[src/smsr_defs.vh]
// register map, field positions, reset values and divider counts
`ifndef SMSR_DEFS_VH
`define SMSR_DEFS_VH

// ======================================================================
// register offsets
`define SMSR_ADDR_DATA 8'h21
`define SMSR_ADDR_CTRL 8'h22
`define SMSR_ADDR_STAT 8'h23

// ======================================================================
// serial_control fields
`define SMSR_CR_IRQ_EN 7
`define SMSR_CR_PIN_EN 6
`define SMSR_CR_DIV_HI 5
`define SMSR_CR_MASTER 4
`define SMSR_CR_CLK_POL 3
`define SMSR_CR_CLK_PHA 2
`define SMSR_CR_DIV_LO1 1
`define SMSR_CR_DIV_LO0 0

// ======================================================================
// serial_control_status fields
`define SMSR_SR_DONE 7
`define SMSR_SR_COLL 6
`define SMSR_SR_OVERRUN 5
`define SMSR_SR_FAULT 4
`define SMSR_SR_RSVD 3
`define SMSR_SR_OUT_DIS 2
`define SMSR_SR_SOFT_SEL 1
`define SMSR_SR_INT_SEL 0

// ======================================================================
// reset values
`define SMSR_CTRL_RST 8'h00
`define SMSR_STAT_RST 8'h00
`define SMSR_DATA_RST 8'h00

// ======================================================================
// divider selections and half periods of sck in clk cycles
`define SMSR_DIV_4 3'b100
`define SMSR_DIV_8 3'b000
`define SMSR_DIV_16 3'b001
`define SMSR_DIV_32 3'b110
`define SMSR_DIV_64 3'b010
`define SMSR_DIV_128 3'b011
`define SMSR_HALF_4 7'd2
`define SMSR_HALF_8 7'd4
`define SMSR_HALF_16 7'd8
`define SMSR_HALF_32 7'd16
`define SMSR_HALF_64 7'd32
`define SMSR_HALF_128 7'd64

// ======================================================================
// sixteen sck edges per byte, index of the last one
`define SMSR_LAST_EDGE 4'hf

`endif

[src/smsr_sync.v]
// two flip-flop synchronisers for the serial pins
module smsr_sync #(
   parameter WIDTH = 4
) (
   input wire clk,
   input wire rstn,
   input wire [WIDTH-1:0] d,
   output wire [WIDTH-1:0] q
);

   // ======================================================================
   // one pair of flops per bit
   genvar i;
   generate
      for (i = 0; i < WIDTH; i = i + 1) begin : g_bit
         reg meta_q;
         reg sync_q;
         always @(posedge clk) begin
            if (!rstn) begin
               meta_q <= 1'b0;
               sync_q <= 1'b0;
            end else begin
               meta_q <= d[i];
               sync_q <= meta_q;
            end
         end
         assign q[i] = sync_q;
      end
   endgenerate

endmodule // smsr_sync

[src/smsr_core.v]
// byte-wide serial peripheral, master or slave, with its registers
// Notes on behaviour
// RQ1: irq raised while enabled and done, fault or overrun flag set.
// RQ2: pin enable cleared by reset and by fault; clear frees pins.
// RQ3: master bit drives sck and swaps data pins; cleared on fault.
// RQ4: polarity bit sets sck idle level in both modes; core uses it only for sck_o, driven in master mode.
// RQ5: phase 0 captures on first sck edge, phase 1 on second.
// RQ6: master sck divider codes give clk over 4 up to 128.
// RQ7: divider bits ignored in slave mode.
// RQ8: done flag set per byte; cleared by status read then data access.
// RQ9: data writes ignored while done set until status read.
// RQ10: data write during a transfer sets the collision flag.
// RQ11: overrun set when byte ends with done still set; status read clears.
// RQ12: fault set on select low as master; status read then ctrl write clears.
// RQ13: software writes zero to the unused status bit.
// RQ14: output disable removes the data output drive.
// RQ15: soft select ignores select pin and uses internal select bit.
// RQ16: internal select bit 0 selects, 1 deselects.
// RQ17: master data write starts one byte out and one in.
// RQ18: received byte copied to buffer at completion; reads see buffer.
// RQ19: data write loads the shift register directly.
// RQ20: status and upper control bits reset to zero.
// RQ21: software clears pin enable before changing polarity.
// RQ22: both ends use the same polarity and phase.
// RQ23: while fault set, pin enable and master cannot be set.
// RQ24: after overrun the buffer keeps the first byte.
// RQ25: colliding write has no effect on the running transfer.
// RQ26: eight bits per byte, msb first, both data lines at once.
//
// The address-and-strobe port was decided locally.
`include "smsr_defs.vh"

module smsr_core (
   input wire clk,
   input wire rstn,
   input wire [7:0] reg_addr,
   input wire [7:0] reg_wdata,
   input wire reg_wr,
   input wire reg_rd,
   output wire [7:0] reg_rdata,
   output wire irq,
   input wire sck_i,
   output wire sck_o,
   output wire sck_oe_n,
   input wire mosi_i,
   output wire mosi_o,
   output wire mosi_oe_n,
   input wire miso_i,
   output wire miso_o,
   output wire miso_oe_n,
   input wire ss_n_i
);

   // ======================================================================
   // state
   reg [7:0] ctrl_q;
   reg [7:0] ctrl_d;
   reg done_q;
   reg coll_q;
   reg overrun_q;
   reg fault_q;
   reg out_dis_q;
   reg soft_sel_q;
   reg int_sel_q;
   reg seq_arm_q;
   reg fault_arm_q;
   reg [7:0] rxbuf_q;
   reg [7:0] sh_q;
   reg out_q;
   reg sck_q;
   reg busy_q;
   reg [3:0] cnt_q;
   reg [6:0] div_q;
   reg sck_prev_q;
   reg [7:0] rdata_q;
   reg [6:0] half;

   // ======================================================================
   // pin synchronisers
   wire [3:0] pins_s;
   smsr_sync #(
      .WIDTH(4)
   ) u_sync (
      .clk(clk),
      .rstn(rstn),
      .d({ss_n_i, sck_i, mosi_i, miso_i}),
      .q(pins_s)
   );
   wire ss_n_s = pins_s[3];
   wire sck_s = pins_s[2];
   wire mosi_s = pins_s[1];
   wire miso_s = pins_s[0];

   // ======================================================================
   // control fields
   wire irq_en = ctrl_q[`SMSR_CR_IRQ_EN];
   wire pin_en = ctrl_q[`SMSR_CR_PIN_EN];
   wire master = ctrl_q[`SMSR_CR_MASTER];
   wire clk_pol = ctrl_q[`SMSR_CR_CLK_POL];
   wire clk_pha = ctrl_q[`SMSR_CR_CLK_PHA];
   wire [2:0] div_sel = {ctrl_q[`SMSR_CR_DIV_HI],
      ctrl_q[`SMSR_CR_DIV_LO1], ctrl_q[`SMSR_CR_DIV_LO0]};

   // ======================================================================
   // bus decode
   wire wr_data = reg_wr & (reg_addr == `SMSR_ADDR_DATA);
   wire wr_ctrl = reg_wr & (reg_addr == `SMSR_ADDR_CTRL);
   wire wr_stat = reg_wr & (reg_addr == `SMSR_ADDR_STAT);
   wire rd_data = reg_rd & (reg_addr == `SMSR_ADDR_DATA);
   wire rd_stat = reg_rd & (reg_addr == `SMSR_ADDR_STAT);

   // ======================================================================
   // slave select
   // RQ15: soft select source
   // RQ16: low level selects
   wire sel_n = soft_sel_q ? int_sel_q : ss_n_s;
   // RQ12: fault detect
   wire fault_ev = master & ~sel_n;

   // ======================================================================
   // master clock divider
   // RQ6: divider decode
   always @* begin
      case (div_sel)
         `SMSR_DIV_4: half = `SMSR_HALF_4;
         `SMSR_DIV_8: half = `SMSR_HALF_8;
         `SMSR_DIV_16: half = `SMSR_HALF_16;
         `SMSR_DIV_32: half = `SMSR_HALF_32;
         `SMSR_DIV_64: half = `SMSR_HALF_64;
         `SMSR_DIV_128: half = `SMSR_HALF_128;
         default: half = `SMSR_HALF_128;
      endcase
   end

   // ======================================================================
   // edge and transfer events
   wire m_edge = busy_q & (div_q == (half - 7'd1));
   // RQ7: slave uses external sck
   wire s_active = pin_en & ~master & ~sel_n;
   wire s_edge = s_active & (sck_s != sck_prev_q);
   wire shift_edge = master ? m_edge : s_edge;
   // RQ5: capture edge parity
   wire capture = shift_edge & (cnt_q[0] == clk_pha);
   // RQ3: data pins swap with mode
   wire din = master ? miso_s : mosi_s;
   // RQ26: msb first shift
   wire [7:0] sh_cap = {sh_q[6:0], din};
   wire last = shift_edge & (cnt_q == `SMSR_LAST_EDGE);
   wire [7:0] new_byte = capture ? sh_cap : sh_q;
   wire xfer_busy = master ? busy_q : (cnt_q != 4'h0);

   // RQ9: writes blocked while done
   wire blocked = done_q & ~seq_arm_q;
   // RQ10: collision detect
   wire coll_ev = wr_data & xfer_busy;
   // RQ25: colliding write dropped
   wire load = wr_data & ~xfer_busy & ~blocked;
   // RQ17: write starts master byte
   wire start = load & master & pin_en & ~fault_q;
   wire seq_clr = seq_arm_q & (wr_data | rd_data);

   // ======================================================================
   // control register next value
   always @* begin
      ctrl_d = ctrl_q;
      if (wr_ctrl) begin
         ctrl_d = reg_wdata;
         // RQ23: refuse setting while fault
         if (fault_q & ~fault_arm_q) begin
            ctrl_d[`SMSR_CR_PIN_EN] = 1'b0;
            ctrl_d[`SMSR_CR_MASTER] = 1'b0;
         end
      end
      // RQ2: fault drops pin enable
      // RQ3: fault drops master
      if (fault_ev) begin
         ctrl_d[`SMSR_CR_PIN_EN] = 1'b0;
         ctrl_d[`SMSR_CR_MASTER] = 1'b0;
      end
   end

   // ======================================================================
   // registers written by software
   always @(posedge clk) begin
      if (!rstn) begin
         // RQ20: reset values
         ctrl_q <= `SMSR_CTRL_RST;
         out_dis_q <= 1'b0;
         soft_sel_q <= 1'b0;
         int_sel_q <= 1'b0;
      end else begin
         ctrl_q <= ctrl_d;
         if (wr_stat) begin
            out_dis_q <= reg_wdata[`SMSR_SR_OUT_DIS];
            soft_sel_q <= reg_wdata[`SMSR_SR_SOFT_SEL];
            int_sel_q <= reg_wdata[`SMSR_SR_INT_SEL];
         end
      end
   end

   // ======================================================================
   // status flags, set wins over clear
   always @(posedge clk) begin
      if (!rstn) begin
         done_q <= 1'b0;
         coll_q <= 1'b0;
         overrun_q <= 1'b0;
         fault_q <= 1'b0;
         seq_arm_q <= 1'b0;
         fault_arm_q <= 1'b0;
      end else begin
         // RQ8: done set and cleared
         if (last)
            done_q <= 1'b1;
         else if (seq_clr)
            done_q <= 1'b0;
         // RQ10: collision flag
         if (coll_ev)
            coll_q <= 1'b1;
         else if (seq_clr)
            coll_q <= 1'b0;
         // RQ11: overrun flag
         if (last & done_q)
            overrun_q <= 1'b1;
         else if (rd_stat)
            overrun_q <= 1'b0;
         // RQ12: fault flag sequence
         if (fault_ev)
            fault_q <= 1'b1;
         else if (wr_ctrl & fault_arm_q)
            fault_q <= 1'b0;
         // RQ8: status read arms
         if (rd_stat)
            seq_arm_q <= 1'b1;
         else if (wr_data | rd_data)
            seq_arm_q <= 1'b0;
         // RQ12: arm while fault set
         if (rd_stat & fault_q)
            fault_arm_q <= 1'b1;
         else if (wr_ctrl)
            fault_arm_q <= 1'b0;
      end
   end

   // ======================================================================
   // receive buffer
   always @(posedge clk) begin
      if (!rstn) begin
         rxbuf_q <= `SMSR_DATA_RST;
      end else if (last & ~done_q) begin
         // RQ18: copy at completion
         // RQ24: first byte kept on overrun
         rxbuf_q <= new_byte;
      end
   end

   // ======================================================================
   // transfer sequencer
   always @(posedge clk) begin
      if (!rstn) begin
         busy_q <= 1'b0;
         cnt_q <= 4'h0;
         div_q <= 7'h00;
         sck_q <= 1'b0;
         sck_prev_q <= 1'b0;
      end else begin
         sck_prev_q <= sck_s;
         if (fault_ev | ~pin_en) begin
            busy_q <= 1'b0;
            cnt_q <= 4'h0;
            div_q <= 7'h00;
            sck_q <= 1'b0;
         end else if (start) begin
            busy_q <= 1'b1;
            cnt_q <= 4'h0;
            div_q <= 7'h00;
            sck_q <= 1'b0;
         end else if (~master & sel_n) begin
            cnt_q <= 4'h0;
         end else if (shift_edge) begin
            // RQ26: sixteen edges per byte
            cnt_q <= cnt_q + 4'h1;
            sck_q <= ~sck_q;
            div_q <= 7'h00;
            if (last)
               busy_q <= 1'b0;
         end else if (busy_q) begin
            div_q <= div_q + 7'h01;
         end
      end
   end

   // ======================================================================
   // shift register
   always @(posedge clk) begin
      if (!rstn) begin
         sh_q <= `SMSR_DATA_RST;
         out_q <= 1'b0;
      end else if (load) begin
         // RQ19: direct load
         sh_q <= reg_wdata;
         out_q <= reg_wdata[7];
      end else if (capture) begin
         sh_q <= sh_cap;
      end else if (shift_edge) begin
         out_q <= sh_q[7];
      end
   end

   // ======================================================================
   // register read port
   always @(posedge clk) begin
      if (!rstn) begin
         rdata_q <= 8'h00;
      end else if (reg_rd) begin
         case (reg_addr)
            // RQ18: reads see buffer
            `SMSR_ADDR_DATA: rdata_q <= rxbuf_q;
            `SMSR_ADDR_CTRL: rdata_q <= ctrl_q;
            `SMSR_ADDR_STAT: rdata_q <= {done_q, coll_q, overrun_q,
               fault_q, 1'b0, out_dis_q, soft_sel_q, int_sel_q};
            default: rdata_q <= 8'h00;
         endcase
      end else begin
         rdata_q <= 8'h00;
      end
   end
   assign reg_rdata = rdata_q;

   // ======================================================================
   // interrupt and pins
   // RQ1: interrupt request
   assign irq = irq_en & (done_q | fault_q | overrun_q);
   // RQ4: sck idle level
   assign sck_o = sck_q ^ clk_pol;
   // RQ2: pins only with enable
   assign sck_oe_n = ~(pin_en & master);
   assign mosi_o = out_q;
   assign miso_o = out_q;
   // RQ14: output disable
   assign mosi_oe_n = ~(pin_en & master & ~out_dis_q);
   assign miso_oe_n = ~(pin_en & ~master & ~sel_n & ~out_dis_q);

endmodule // smsr_core

[config.mk]
export PLATFORM = sky130hd
export DESIGN_NAME = smsr_core
export DESIGN_NICKNAME = d
export VERILOG_FILES = /design/src/smsr_sync.v /design/src/smsr_core.v
export VERILOG_INCLUDE_DIRS = /design/src /design/src/src
export SDC_FILE = /design/constraint.sdc
export NUM_CORES = 1
export LEC_CHECK = 0
export BUFFER_PORTS_ARGS = -buffer_cell sky130_fd_sc_hd__buf_2
export CELL_PAD_IN_SITES_DETAIL_PLACEMENT = 2
export CELL_PAD_IN_SITES_GLOBAL_PLACEMENT = 2
export CORE_ASPECT_RATIO = 0.7
export CORE_UTILIZATION = 35
export CTS_CLUSTER_DIAMETER = 30
export DETAILED_ROUTE_END_ITERATION = 10
export GPL_ROUTABILITY_DRIVEN = 0
export PLACE_DENSITY = 0.79
export SYNTH_ARGS = -nofsm -noshare
export SYNTH_HDL_FRONTEND = slang
export SYNTH_HIERARCHICAL = 1
export SYNTH_SLANG_ARGS = --single-unit
export TNS_END_PERCENT = 5
[constraint.sdc]
create_clock -name clk -period 3.8 [get_ports clk]
set_input_delay 0.57 -clock clk [delete_from_list [all_inputs] [get_ports clk]]
set_output_delay 0.57 -clock clk [all_outputs]
set_load 0.02 [all_outputs]
==> impl.org <==
** Yosys
- Post-Synthesis Net Count :: 341
- Of the total synthesized cell area, the portion taken by full adders, half adders and majority gates is 0.0173.
- The share of synthesized area in the top cell type comes to 0.442.
- Cells taking the most area after synthesis :: dfxtp_1 44%, mux2i_1 6.2%, a21oi_1 4.0%
- Of the total synthesized cell area, the portion taken by AND, OR, NAND and NOR gates is 0.205.
- Parity-gate share of the synthesized area counting xor and xnor cells :: 0.0544
- Number of storage elements in the synthesis netlist :: 64
- The share of the synthesized area in compound gates (AO/OA/AOI/OAI) came to 0.142.
- The synthesized netlist contains 47 unique library cells.
- Number of warning messages in the yosys log :: 6
- Combinational family with the most area after synthesis :: simple AND/OR/NAND/NOR gates
- After technology mapping, the gate count stands at 313.
- Counting flops with a built-in enable in the synthesized netlist gives 0.
- The synthesized design spends more area on one cell type than any other, namely dfxtp_1.
- Mapped Area :: 2900 sq um
- Proportion of register bits with asynchronous set or reset after synthesis :: 0
- dfxtp_1 is the most common cell in the netlist.
- Of the synthesized area, sequential elements account for 0.442.
- In the synthesized netlist, the cells that appear most often are 64 x dfxtp_1, 28 x nor2_1, 23 x a21oi_1.
- Dividing the synthesized area by the synthesized cell count gives 9.26 sq um.
- Most common flop cell mapped by yosys :: dfxtp_1
- Multiplexer share of the synthesized area :: 0.0984

** Finish
- At the end of the flow the core is filled with cells to 0.438.
- Area growth from synthesis to layout :: 20.0%
- Layout cell share with drive strength beyond 1 :: 0.217
- In the final layout, the multi-input gates occupy 1500 sq um.
- Number of antenna diodes :: 0
- Total Nets Final :: 378
- The finished cells cover 3480 sq um.
- Sequential cell area :: 1280 sq um
- Number of fill cells :: 869

** Critical path
- Timing startpoint of the critical path :: ctrl_q[0]
- Type of the setup path with the least slack :: reg2reg
- Destination of the worst register-to-register timing path :: rxbuf_q[0]
- Type of origin of the critical path :: register
- Slack of the worst reg-to-reg path :: 0.86 ns
- Critical path fanouts, max :: 8
- For the worst flop-to-flop path, the logic depth is 9.
- Data on the critical path is required at its endpoint by 4.02 ns.
- Following the worst setup path forward leads to its endpoint at rxbuf_q[0].
- Data arrives at the worst endpoint at 3.16 ns.
- The worst setup path is captured at a register.
- Beginning of the worst register-to-register path :: ctrl_q[0]

** Detailed routing
- For this block, the routed nets add up to 8480 microns of wire.
- Detailed Route Iter0 Violations :: 70
- For this run, design rule violations remaining after detail routing come to 0.
- The first TritonRoute pass finished after 4 iterations.
- The routed layout has 2419 vias.
- Post-route ant nets :: 0
- Wire length per cell after detailed routing :: 18.6 microns
- Via-per-instance ratio :: 5.30

** Timing
- Based on the critical path, the design can be clocked at up to 0.340 GHz.
- Final sum of negative setup slack :: 0 ns
- Post-route clock period utilization :: 0.774
- Unrepaired setup endpoints after global routing :: no
- Max Slew Vio Count :: 0
- Final hold violation count :: 0
- At the pin with the least slew margin, the transition time is 0.750 ns.
- Worst slew margin :: 0.499
- Setup violations remaining at the end of the flow were counted as 0.
- Time the worst path needs with I/O delays and setup :: 2.94 ns
- Hold is met by 0.437 ns.
- Clock skew on the completed layout was measured at 0.00485 ns.
- Final WS setup :: 0.860 ns

** GRT
- For this run the aggregate overflow at the end of global routing stands at 0.
- met2 is the most crowded layer.
- Met1 usage :: 0.278
- Met2 capacity usage during global routing :: 0.345
- Number of global-route vias before repair :: 2562
- The number of antenna violations at the first check in global routing is 0.
- In the global route stage, met3 resource usage came out at 0.0541.
- Entering global routing, the biggest net connects 34 pins.
- All-Layer GR Usage :: 0.213
- Global-route wire length before repair :: 13900 microns

** CTS
- Cell at the root of the clock tree :: clkbuf_16
- Number of buffers added to fix hold violations after cts :: 0
- Worst-path clk slew :: 0.05 ns
- Number of buffers created by CTS :: 9
- The longest clock path from root to sink contains 2 buffers.
- Clk Latency, worst-skew pair :: 0.33 ns
- Resize count post-CTS :: 0
- TritonCTS built the clock tree.
- In this run the number of H-tree levels came out at 3.
- Buffers added to address setup during post-CTS repair amount to 0.
- Clock sink count :: 64

** Floorplanning
- In this run the standard cell core region covers 7940 sq um.
- Number of placed I/O pins :: 39
- DIE AREA :: 8660 sq um
- The floorplan step set the die height to 78.1 microns.
- The die is 111 microns wide.
- Std cell rows :: 27
- The initial utilization of the core area, before any placement, comes to 0.365.

** Placed design
- Prior to clock tree synthesis, the placed netlist has a worst setup slack of 0.872 ns.
- During placement, the flow inserted port buffers numbering 38.
- Summing all placed instances gives a cell area of 3170 sq um.
- Hpwl dp :: 6180 microns

** Pwr
- Worst vdd rail ir drop :: 0.275 mV
- Power spread over the standard cell area amounts to 461 nW/um^2.
- In this run the static leakage power is 1.38 nW.

** Run
- Across the run, the number of max-cap violations was 0.

** Outcome
- The flow ran to the end, and the final reports show no timing, DRC or antenna violations.

** Hold path
- The tightest min-delay check is of the reg2reg type.
==> critical path: stages, from the launching register on <==
cell and delay [ns]:
dfxtp_1 0.39, or3_1 0.38, ha_1 0.20, xnor2_1 0.15, nor4_1 0.32, a21oi_2 0.11, o31ai_4 0.59, mux2_4 0.36
nor3b_2 0.15, o21a_1 0.18
==> power by group <==
group,total [mW],switching [mW],internal (mW)
Sequential,0.677,0.00151,0.676
Combinational,0.0485,0.0288,0.0197
Clock,0.876,0.305,0.571
Total,1.60,0.335,1.27
==> how the worst min path moves through the flow <==
stage | startpoint | to | slack, ns | cells after the start
after floorplan | u_sync/g_bit[0].meta_q | u_sync/g_bit[0].sync_q | 0.41 | 1
after global placement | u_sync/g_bit[1].meta_q | u_sync/g_bit[1].sync_q | 0.41 | 1
after detailed placement | u_sync/g_bit[1].meta_q | u_sync/g_bit[1].sync_q | 0.43 | 1
after CTS | miso_i | u_sync/g_bit[0].meta_q | 0.43 | 2
after global routing | miso_i | u_sync/g_bit[0].meta_q | 0.44 | 2
final | u_sync/g_bit[1].meta_q | u_sync/g_bit[1].sync_q | 0.44 | 1
==> cells by family (layout without fill, tap and decap cells) <==
kind of cell,count (synthesis),in the layout
simple gates,108,108
mux,27,27
buf+inv,25,67
fa+ha+maj,4,4
xor+xnor,18,18
flops,64,64
compound gates,67,67
==> flip-flops by register name, summed over array words and instances (netlist names), 4 cells and up <==
register	cells
cnt_q	4
u_sync/g_bit.sync_q	4
sh_q	8
div_q	7
ctrl_q	8
u_sync/g_bit.meta_q	4
reg_rdata	8
rxbuf_q	8
==> layer usage <==
| layer | up-vias | share of wire | routed length (microns) |
|---|---|---|---|
| li1 | 1162 | - | - |
| met1 | 1209 | 0.50 | 4210 |
| met2 | 36 | 0.45 | 3850 |
| met3 | 12 | 0.037 | 311 |
| met4 | 0 | 0.012 | 101 |
| met5 | - | 0 | 0 |
==> area by class of cell <==
cell class,instances,area share
multi-input combinational,224,0.431
sequential,64,0.368
clock buffer,10,0.0658
timing repair buffer,43,0.0655
tap,101,0.0363
clock inverter,6,0.0241
inverter,8,0.00863
==> per-stage QoR <==
step	cells	total power, mW
after floorplan	313	0.716
after global placement	440	0.739
after detailed placement	440	0.740
after CTS	456	1.62
after global routing	456	1.65
final	456	1.60
==> layout by cell type (no fill, tap or decap), types with 2 or more instances in the layout <==
| master | n |
|---|---|
| nor3_1 | 3 |
| nand3_1 | 6 |
| ha_1 | 4 |
| a21oi_1 | 23 |
| nor3b_2 | 2 |
| nand4_1 | 7 |
| mux2_2 | 8 |
| nand2_1 | 19 |
| nor2_1 | 28 |
| or2_2 | 3 |
| dfxtp_1 | 64 |
| clkinv_2 | 3 |
| mux2i_1 | 18 |
| buf_4 | 5 |
| a22oi_1 | 8 |
| bufinv_16 | 2 |
| clkbuf_16 | 9 |
| or3_1 | 2 |
| o21ai_0 | 22 |
| a21boi_0 | 3 |
| xnor2_1 | 6 |
| nor2b_1 | 14 |
| inv_1 | 8 |
| and2_1 | 13 |
| buf_2 | 38 |
| xor2_1 | 12 |
| nand4b_1 | 2 |
Note: power is estimated with default switching activity, not from simulation.
